### src/cca_pkg.sv
// cca_pkg: shared types and constants of the counter array capture/compare block
// assumes: used with cca_counter_array on one 250 MHz core clock
package cca_pkg;

   // ------------------------------------------------------------
   // sizes
   // ------------------------------------------------------------
   localparam int CNT_W = 16;
   localparam int NUM_MOD = 3;
   localparam int WD_MOD = 2;
   localparam int BYTE_W = 8;

   // ------------------------------------------------------------
   // time base sources
   // ------------------------------------------------------------
   typedef enum logic [2:0] {
      CCA_SRC_SYS_DIV_SLOW = 3'h0,
      CCA_SRC_SYS_DIV_FAST = 3'h1,
      CCA_SRC_TIMER0_OVF = 3'h2,
      CCA_SRC_EXT_COUNT = 3'h3,
      CCA_SRC_SYS = 3'h4,
      CCA_SRC_EXT_OSC = 3'h5
   } cca_clksrc_e;

   // ------------------------------------------------------------
   // module modes, one-hot
   // ------------------------------------------------------------
   typedef enum logic [6:0] {
      CCA_MODE_OFF = 7'h01,
      CCA_MODE_CAPTURE = 7'h02,
      CCA_MODE_TIMER = 7'h04,
      CCA_MODE_HSO = 7'h08,
      CCA_MODE_PWM8 = 7'h10,
      CCA_MODE_PWM16 = 7'h20,
      CCA_MODE_FREQ = 7'h40
   } cca_mode_e;

   // ------------------------------------------------------------
   // per-module configuration
   // ------------------------------------------------------------
   typedef struct packed {
      cca_mode_e mode;
      logic cap_rise;
      logic cap_fall;
      logic [CNT_W-1:0] cmp;
   } cca_mod_cfg_s;

   // ------------------------------------------------------------
   // reset values
   // ------------------------------------------------------------
   localparam logic [CNT_W-1:0] CNT_RST = 16'h0000;
   localparam logic [CNT_W-1:0] CNT_ONE = 16'h0001;
   localparam logic [CNT_W-1:0] WD_CMP_RST = 16'hFFFF;
   localparam logic [BYTE_W-1:0] BYTE_ZERO = 8'h00;
   localparam logic [3:0] DIV_RST = 4'h0;
   localparam logic [3:0] DIV_ONE = 4'h1;

endpackage : cca_pkg

### src/cca_counter_array.sv
// cca_counter_array: 16-bit time base with three capture/compare modules
// assumes: config and strobes come from core_clk logic; pins and oscillator are asynchronous
//
// How it works
// one 16-bit counter is the common time base of exactly three capture/compare modules.
// the counter ticks from one of six sources: sysclk/12, sysclk/4, timer 0 overflow, ext count input, sysclk, ext oscillator/8.
// each module runs in its own mode: capture, software timer, high-speed output, 8/16-bit pwm or frequency output.
// module 2 can also act as a watchdog besides its ordinary modes.
// after reset module 2 is in watchdog mode and enabled with no software action.
// each module's pin signal and the ext count input are ports for the pin crossbar.
// counter and modules freeze while the core is halted by the debugger.
// the counter advances by one per source event and wraps from its maximum to zero.
`timescale 1ns/1ps
module cca_counter_array #(
   parameter int SLOW_DIV = 12, // sysclk slow divider
   parameter int FAST_DIV = 4, // sysclk fast divider
   parameter int OSC_DIV = 8 // ext oscillator divider
) (
   input wire logic core_clk, // system clock
   input wire logic rst, // async reset, active high
   input wire logic counter_run, // time base enable
   input wire cca_pkg::cca_clksrc_e clk_sel, // time base source
   input wire logic timer0_ovf, // timer 0 overflow pulse
   input wire logic ext_count_input, // ext count pin, async
   input wire logic ext_osc_clk, // ext oscillator, async
   input wire logic debug_halt, // core halted, step or breakpoint
   input wire cca_pkg::cca_mod_cfg_s [cca_pkg::NUM_MOD-1:0] mod_cfg, // module setup
   input wire logic [cca_pkg::NUM_MOD-1:0] mod_in, // module pins, async
   input wire logic wd_kick, // reload watchdog pulse
   input wire logic wd_disable, // leave watchdog pulse
   input wire logic wd_enable, // enter watchdog pulse
   input wire logic [cca_pkg::CNT_W-1:0] wd_offset, // watchdog reload distance
   output logic [cca_pkg::CNT_W-1:0] count, // time base value
   output logic [cca_pkg::NUM_MOD-1:0] mod_out, // module pin outputs
   output logic [cca_pkg::NUM_MOD-1:0][cca_pkg::CNT_W-1:0] cap_val, // captured counts
   output logic [cca_pkg::NUM_MOD-1:0] mod_evt, // match or capture pulse
   output logic cnt_ovf, // counter wrap pulse
   output logic wd_active, // watchdog mode on
   output logic wd_reset // watchdog expiry pulse
);

   // ------------------------------------------------------------
   // parameter checks
   // ------------------------------------------------------------
   initial begin
      if (SLOW_DIV < 2 || SLOW_DIV > 16 || FAST_DIV < 2 || FAST_DIV > 16 ||
          OSC_DIV < 2 || OSC_DIV > 16) begin
         $error("cca_counter_array: dividers must lie in 2..16");
      end
   end

   localparam logic [3:0] SLOW_LAST = 4'(SLOW_DIV - 1);
   localparam logic [3:0] FAST_LAST = 4'(FAST_DIV - 1);
   localparam logic [3:0] OSC_LAST = 4'(OSC_DIV - 1);

   // ------------------------------------------------------------
   // state
   // ------------------------------------------------------------
   typedef struct packed {
      logic [3:0] slow_div;
      logic [3:0] fast_div;
      logic [3:0] osc_div;
      logic [1:0] eci_sync;
      logic eci_prev;
      logic [1:0] osc_sync;
      logic osc_prev;
      logic [cca_pkg::NUM_MOD-1:0] in_sync1;
      logic [cca_pkg::NUM_MOD-1:0] in_sync2;
      logic [cca_pkg::NUM_MOD-1:0] in_prev;
      logic [cca_pkg::CNT_W-1:0] cnt;
      logic [cca_pkg::NUM_MOD-1:0] out;
      logic [cca_pkg::NUM_MOD-1:0][cca_pkg::CNT_W-1:0] cap;
      logic [cca_pkg::NUM_MOD-1:0][cca_pkg::BYTE_W-1:0] phase;
      logic [cca_pkg::NUM_MOD-1:0] evt;
      logic ovf;
      logic wd_en;
      logic [cca_pkg::CNT_W-1:0] wd_cmp;
      logic wd_rst;
   } cca_state_s;

   cca_state_s st_r;
   cca_state_s st_nxt;

   // ------------------------------------------------------------
   // helpers
   // ------------------------------------------------------------
   function automatic logic [3:0] cca_div_step(input logic [3:0] cur, input logic [3:0] last);
      cca_div_step = (cur == last) ? cca_pkg::DIV_RST : 4'(cur + cca_pkg::DIV_ONE);
   endfunction : cca_div_step

   function automatic logic cca_edge(input logic cur, input logic prev,
                                     input logic rise, input logic fall);
      cca_edge = (rise && cur && !prev) || (fall && !cur && prev);
   endfunction : cca_edge

   // ------------------------------------------------------------
   // next state
   // ------------------------------------------------------------
   always_comb begin
      logic tick;
      logic run;
      logic hit;
      logic [cca_pkg::CNT_W-1:0] cnt_inc;
      tick = 1'b0;
      run = 1'b0;
      hit = 1'b0;
      cnt_inc = cca_pkg::CNT_RST;
      st_nxt = st_r;
      st_nxt.evt = '0;
      st_nxt.ovf = 1'b0;
      st_nxt.wd_rst = 1'b0;

      // synchronisers, first stage read only by the second
      st_nxt.eci_sync = {st_r.eci_sync[0], ext_count_input};
      st_nxt.eci_prev = st_r.eci_sync[1];
      st_nxt.osc_sync = {st_r.osc_sync[0], ext_osc_clk};
      st_nxt.osc_prev = st_r.osc_sync[1];
      st_nxt.in_sync1 = mod_in;
      st_nxt.in_sync2 = st_r.in_sync1;
      st_nxt.in_prev = st_r.in_sync2;

      run = !debug_halt;
      if (run) begin
         st_nxt.slow_div = cca_div_step(st_r.slow_div, SLOW_LAST);
         st_nxt.fast_div = cca_div_step(st_r.fast_div, FAST_LAST);
         if (st_r.osc_sync[1] && !st_r.osc_prev) begin
            st_nxt.osc_div = cca_div_step(st_r.osc_div, OSC_LAST);
         end
      end

      // source select
      case (clk_sel)
         cca_pkg::CCA_SRC_SYS_DIV_SLOW: tick = (st_r.slow_div == SLOW_LAST);
         cca_pkg::CCA_SRC_SYS_DIV_FAST: tick = (st_r.fast_div == FAST_LAST);
         cca_pkg::CCA_SRC_TIMER0_OVF: tick = timer0_ovf;
         cca_pkg::CCA_SRC_EXT_COUNT: tick = st_r.eci_sync[1] && !st_r.eci_prev;
         cca_pkg::CCA_SRC_SYS: tick = 1'b1;
         cca_pkg::CCA_SRC_EXT_OSC: tick = st_r.osc_sync[1] && !st_r.osc_prev &&
                                          (st_r.osc_div == OSC_LAST);
         default: tick = 1'b0;
      endcase
      tick = tick && run && counter_run;

      // time base
      cnt_inc = 16'(st_r.cnt + cca_pkg::CNT_ONE);
      if (tick) begin
         st_nxt.cnt = cnt_inc;
         st_nxt.ovf = (cnt_inc == cca_pkg::CNT_RST);
      end

      // modules sharing the one time base
      for (int m = 0; m < cca_pkg::NUM_MOD; m++) begin
         if (!(m == cca_pkg::WD_MOD && st_r.wd_en) && run) begin
            hit = tick && (st_r.cnt == mod_cfg[m].cmp);
            case (mod_cfg[m].mode)
               cca_pkg::CCA_MODE_OFF: st_nxt.out[m] = 1'b0;
               cca_pkg::CCA_MODE_CAPTURE: begin
                  if (cca_edge(st_r.in_sync2[m], st_r.in_prev[m],
                               mod_cfg[m].cap_rise, mod_cfg[m].cap_fall)) begin
                     st_nxt.cap[m] = st_r.cnt;
                     st_nxt.evt[m] = 1'b1;
                  end
               end
               cca_pkg::CCA_MODE_TIMER: st_nxt.evt[m] = hit;
               cca_pkg::CCA_MODE_HSO: begin
                  st_nxt.evt[m] = hit;
                  if (hit) begin
                     st_nxt.out[m] = !st_r.out[m];
                  end
               end
               cca_pkg::CCA_MODE_PWM8: begin
                  st_nxt.out[m] = (st_r.cnt[cca_pkg::BYTE_W-1:0] <
                                   mod_cfg[m].cmp[cca_pkg::BYTE_W-1:0]);
                  st_nxt.evt[m] = tick && (st_r.cnt[cca_pkg::BYTE_W-1:0] ==
                                           mod_cfg[m].cmp[cca_pkg::BYTE_W-1:0]);
               end
               cca_pkg::CCA_MODE_PWM16: begin
                  st_nxt.out[m] = (st_r.cnt < mod_cfg[m].cmp);
                  st_nxt.evt[m] = hit;
               end
               cca_pkg::CCA_MODE_FREQ: begin
                  // toggle each time the low byte meets the moving phase
                  if (tick && st_r.cnt[cca_pkg::BYTE_W-1:0] == st_r.phase[m]) begin
                     st_nxt.out[m] = !st_r.out[m];
                     st_nxt.evt[m] = 1'b1;
                     st_nxt.phase[m] = 8'(st_r.phase[m] +
                                          mod_cfg[m].cmp[cca_pkg::CNT_W-1:cca_pkg::BYTE_W]);
                  end
               end
               default: st_nxt.out[m] = 1'b0;
            endcase
         end
      end

      // watchdog on module 2
      if (wd_enable) begin
         st_nxt.wd_en = 1'b1;
      end
      if (wd_disable) begin
         st_nxt.wd_en = 1'b0;
      end
      if (st_r.wd_en) begin
         st_nxt.out[cca_pkg::WD_MOD] = 1'b0;
         if (wd_kick) begin
            st_nxt.wd_cmp = 16'(st_r.cnt + wd_offset);
         end
         if (tick && st_r.cnt == st_r.wd_cmp) begin
            st_nxt.wd_rst = 1'b1;
         end
      end
   end

   // ------------------------------------------------------------
   // state register
   // ------------------------------------------------------------
   always_ff @(posedge core_clk or posedge rst) begin
      if (rst) begin
         st_r <= '0;
         st_r.cnt <= cca_pkg::CNT_RST;
         st_r.slow_div <= cca_pkg::DIV_RST;
         st_r.fast_div <= cca_pkg::DIV_RST;
         st_r.osc_div <= cca_pkg::DIV_RST;
         st_r.wd_en <= 1'b1;
         st_r.wd_cmp <= cca_pkg::WD_CMP_RST;
      end else begin
         st_r <= st_nxt;
      end
   end

   // ------------------------------------------------------------
   // outputs toward the crossbar and core
   // ------------------------------------------------------------
   assign count = st_r.cnt;
   assign mod_out = st_r.out;
   assign cap_val = st_r.cap;
   assign mod_evt = st_r.evt;
   assign cnt_ovf = st_r.ovf;
   assign wd_active = st_r.wd_en;
   assign wd_reset = st_r.wd_rst;

endmodule : cca_counter_array

### config.mk
export PLATFORM = sky130hd
export DESIGN_NAME = cca_counter_array
export DESIGN_NICKNAME = d
export VERILOG_FILES = /design/src/cca_pkg.sv /design/src/cca_counter_array.sv
export SDC_FILE = /design/constraint.sdc
export NUM_CORES = 1
export LEC_CHECK = 0
export ABC_AREA = 1
export BUFFER_PORTS_ARGS = -buffer_cell sky130_fd_sc_hd__clkbuf_2
export CAP_MARGIN = 10
export CORE_ASPECT_RATIO = 1.1
export CORE_MARGIN = 2
export CORE_UTILIZATION = 52
export CTS_CLUSTER_SIZE = 25
export DETAILED_ROUTE_END_ITERATION = 10
export PLACE_DENSITY_LB_ADDON = 0.12
export REMOVE_ABC_BUFFERS = 1
export SLEW_MARGIN = 20
export SYNTH_ARGS = -nofsm -noshare
export SYNTH_HDL_FRONTEND = slang
export SYNTH_SLANG_ARGS = --single-unit
### constraint.sdc
create_clock -name core_clk -period 4.8 [get_ports core_clk]
set_clock_uncertainty 0.2 [all_clocks]
set_input_delay 0.48 -clock core_clk [delete_from_list [all_inputs] [get_ports core_clk]]
set_output_delay 0.48 -clock core_clk [all_outputs]
set_load 0.005 [all_outputs]
* After elaboration in Yosys (flattened, before gate mapping)
Cells that the tools add are included.
** Word-level totals
- Register bits after elaboration :: 140
- Bits of input ports :: 107
- Output and inout bits :: 73
- Logic and storage cells :: 182
** Operators by class
- Add/subtract/negate cells :: 8
- $lt $le $gt $ge :: 6
- Equality and inequality tests :: 43
- Mux-type cells :: 32
- Bitwise operators :: 3
- Reduce and logical (&&, ||, !) cells :: 65
** Operators by type and width (number)
- 16-bit equality test :: 4
- 8-bit equality test :: 6
- 16-bit < comparator :: 3
- 1-bit logical AND :: 28
- 8-bit adder :: 3
- 8-bit < comparator :: 3
- 1-bit two-way mux :: 22
- 7-bit by 2-bit equality test with 1-bit output, second input constant :: 3
- 7-bit by 3-bit equality test with 1-bit output, second input constant :: 3
- 7-bit by 4-bit equality test with 1-bit output, second input constant :: 3
- 7-bit by 5-bit equality test with 1-bit output, second input constant :: 3
- 7-bit by 6-bit equality test with 1-bit output, second input constant :: 3
- 7-bit equality test, second input constant :: 3
- 3-bit AND reduction :: 6
- 16-bit by 1-bit adder with 16-bit output, second input constant :: 1
- 16-bit adder :: 1
- 16-bit zero test :: 1
- 1-bit case mux with 5 select lines :: 3
- 1-bit zero test :: 13
- 4-bit by 1-bit adder with 4-bit output, second input constant :: 3
- 4-bit two-way mux :: 3
- 1-bit case mux with 4 select lines :: 3
- 4-bit AND reduction :: 3
- 3-bit OR reduction :: 3
- other kinds (16) :: 30

* Longest topological paths before layout
- Depth in word-level cells :: 11
- Depth in mapped cells :: 14

* Worst setup path after synthesis
Ideal clock, no wire load.
- Path type :: register to register
- Start point :: register st_r, in the netlist count[1]
- End point :: register st_r[11] (netlist bit)
- Setup time :: 90 ps
- Arrival time :: 2053 ps
- Path slack :: 2458 ps
- Stages on the path, launching flop included :: 14
- Path buffers :: 1
- Period minus slack after synthesis :: 2342 ps
- Cells stage by stage :: dfrtp_1 -> clkbuf_2 -> inv_1 -> fa_1 -> o21ai_0 -> nand2_1 -> nand2_1 -> nand2_1 -> nand2_1 -> nand2_1 -> nand2_1 -> nand2_1 -> nand3_1 -> o21ai_0
** Between the ends
- Word-level cells in the longest chain between the ends :: 1
** RTL lines
- from (decl) :: RTL line cca_counter_array.sv:81 : cca_state_s st_r;
- from (signal assigned) :: RTL line cca_counter_array.sv:226 : st_r <= st_nxt;
- 16-bit adder :: RTL line cca_counter_array.sv:205 : st_nxt.wd_cmp = 16'(st_r.cnt + wd_offset);
Every way passes these cells.
A chain may end at the register's enable or synchronous reset.

* Final worst setup path
- Start point :: register st_r, in the netlist count[0]
- End point :: register st_r, in the netlist mod_out[0]
** Between the ends
- Word-level cells in the longest chain between the ends :: 4
- Elaborated cells between the ends (all ways) :: 10
- Those cells by class :: 2 x order compare; 4 x eq/ne; 1 x mux; 3 x reduce/logical
** RTL lines
- branches (longest 4 deep; another with 16-bit < comparator)
Parallel ways; which one is timed is not known.

==> impl_metrics.tcl <==
set metrics [dict create \
    power_frac_comb_pct 33.6 \
    final-hold-violation-count 28 \
    grt_pass1_wl_um 41800 \
    hold_class "input port to asynchronous set/reset pin" \
    crit_fanout 9 \
    cts-buffers-inserted 17 \
    nets 1594 \
    violations "hold timing" \
    synth_cell_types 50 \
    setup_viol 0 \
    critPathCapture "mod_out[0]" \
    ys_ff_latch 140 \
    yosysWarnings 0 \
    busiest_layer "met2" \
    clk_latency_ns 0.43 \
    internal_power_mw 2.85 \
    final_common_cell "nand2_1" \
    fin_util_pct 59.2 \
    drcViolationCount 0 \
    via_count 8621 \
    hold_ws_ns -0.0298 \
    first_pass_iters 4 \
    worstMarginPinSlew_ns 0.973 \
    synthCells 1283 \
    async_flop_share_pct 100 \
    r2r-start "count[0]" \
    p_seq_share_pct 37.8 \
    period_share_pct 62.7 \
    p_per_area_nw_per_um2 420 \
    ir_drop_v 0.000313 \
    grt_antenna_before_repair 0 \
    pwr-share-clk_pct 28.6 \
    syn_area_um2 10000 \
    leakage_nw 6.10 \
    maxCapViolCount 0 \
    rr_worst_depth 9 \
    critPathLaunchType "flip-flop" \
    reg2reg_slack_ns 1.79 \
    ant_nets 0 \
    critical_path_class "flip-flop to flip-flop" \
    post_cts_buffers 0 \
    avgSynthCellArea_um2 7.80 \
    crit_start "count[0]" \
    clockBufferDepth 2 \
    maxSlewViolCount 0 \
    dp_hpwl_um 19700 \
    met3_usage_pct 4.84 \
    routedWlPerCell_um 15.7 \
    routed_wirelength_um 26000 \
    area_delta_synth_final_pct 12.2 \
    cts_sinks 140 \
    r2r_end "mod_out[0]" \
    grt.total_usage_pct 26.8 \
    htree_num_levels 4 \
    core_area_um2 19000 \
    num_io_pins 180 \
    grt_pass1_vias 8217 \
    drive_gt1_share_pct 18.6 \
    num_rows 53 \
    max_slew_margin_pct 35.0 \
    max_freq_mhz 332 \
    grt_max_degree 80 \
    synth_edf_count 0 \
    end_kind "flip-flop" \
    start_util_pct 52.8 \
    grt_use_met1_pct 36.7 \
    rsz0062_at_grt "no" \
    switching_share_pct 39.6 \
    gp_congestion 0.849 \
    antenna_cells 0 \
    vias_per_cell 5.21 \
    portBuffers 179 \
    clk_pin_slew_worst_paths_ns 0.06 \
    critPathArrivalTime_ns 3.13 \
    ys.flop_type "dfrtp_1" \
    final_cell_mix "nand2_1, clkbuf_2, inv_1" \
    cts_root_buf "clkbuf_16" \
    grt.met2_usage_pct 42.8 \
    layout_min_cycle_time_ns 3.01 \
    grt_overflow 0 \
    power.switching_mw 1.87 \
    die-area_um2 20400 \
    cts_tree "built" \
    critPathRequiredTime_ns 4.92 \
    die_y_um 149 \
    fin_setup_tns_ns 0 \
    fp.dieW_um 136 \
    status "complete, but fails checks" \
    seq_area_frac_synth_pct 35.2 \
    drt_iter0_drc 550 \
]
metrics by stage:
stage	area (µm²)	setup slack (ns)	instances	power, mW
2_1_floorplan	9320	0.395	1185	2.75
3_3_place_gp	10600	1.89	1616	3.32
3_5_place_dp	10600	1.87	1616	3.36
4_1_cts	11200	1.84	1654	4.73
5_1_grt	11200	1.62	1654	5.08
6_report	11200	1.79	1654	4.72
Yosys cell counts (26+ instances only):
library cell  count  area [µm²]
a21oi_1          77         385
buf_4            75         563
dfrtp_1         123        3080
ha_1             89        1110
inv_1           170         638
nand2_1         266         998
nand3_1          54         270
nand4_1          34         213
nor2_1          104         390
o21ai_0          95         475
xnor2_1          26         228
xor2_1           45         394
sequential cells by signal, indices dropped and copies added (netlist names):
name / cells
wd_active: 1
st_r: 57
cap_val: 48
mod_evt: 3
cnt_ovf: 1
st_nxt: 10
mod_out: 3
wd_reset: 1
count: 16
critical path, stage by stage (launching register included):
cell and delay [ns]:
dfrtp_1 0.61, clkinv_1 0.51, ha_1 0.45, nand4_1 0.17, nor3b_1 0.40, nand3_1 0.24, nand2_1 0.13, nand3_1 0.08
nand2_1 0.06, nand2_1 0.05
metal layers:
metal	vias to the layer above	wire length, µm	share of wire, %
met4	0	551	2.1
met3	32	1700	6.5
li1	4348	-	-
met5	-	0	0
met1	3992	12000	46
met2	249	11700	45
power groups by stage:
stage	Clock [mW]	Sequential, mW	Combinational, mW
6_report	1.35	1.79	1.59
5_1_grt	1.42	1.81	1.84
4_1_cts	1.37	1.78	1.58
3_5_place_dp	0	1.80	1.56
3_3_place_gp	0	1.78	1.53
2_1_floorplan	0	1.65	1.10
cell families (layout without fill, tap and decap cells):
family / after synthesis / after routing / share of synthesized area [%]
flip-flops: 140 / 140 / 35.2
XOR/XNOR: 71 / 71 / 6.22
adder cells (fa/ha/maj): 93 / 93 / 11.9
multiplexers: 1 / 1 / 0.113
AO/OA/AOI/OAI: 218 / 218 / 12.0
buffers and inverters: 270 / 394 / 13.4
AND/OR/NAND/NOR: 490 / 490 / 21.2
worst min-delay path by stage:
stage / startpoint / endpoint / slack (ns) / depth (start not counted)
final: rst / cap_val[11] / -0.03 / 2
after global placement: st_nxt[116] / st_nxt[113] / 0.13 / 0
after CTS: rst / cap_val[28] / 0.002 / 2
after global routing: rst / cap_val[11] / 0.03 / 2
after detailed placement: st_nxt[127] / st_nxt[125] / 0.14 / 0
after floorplan: st_nxt[116] / st_nxt[113] / 0.13 / 0
what timing repair did:
action                    4_1_cts  5_1_grt
resized for setup               0        0
hold endpoints to repair        6        0
hold buffers                    6        0
final cells by class:
cell class / count / area [µm²]
Fill cell: 1795 / 7740
Multi-Input combinational cell: 873 / 5140
Sequential cell: 140 / 3520
Timing Repair Buffer: 190 / 993
Inverter: 172 / 656
Clock buffer: 19 / 453
Tap cell: 247 / 309
Clock inverter: 13 / 154
Note: power is estimated with default switching activity, not from simulation.
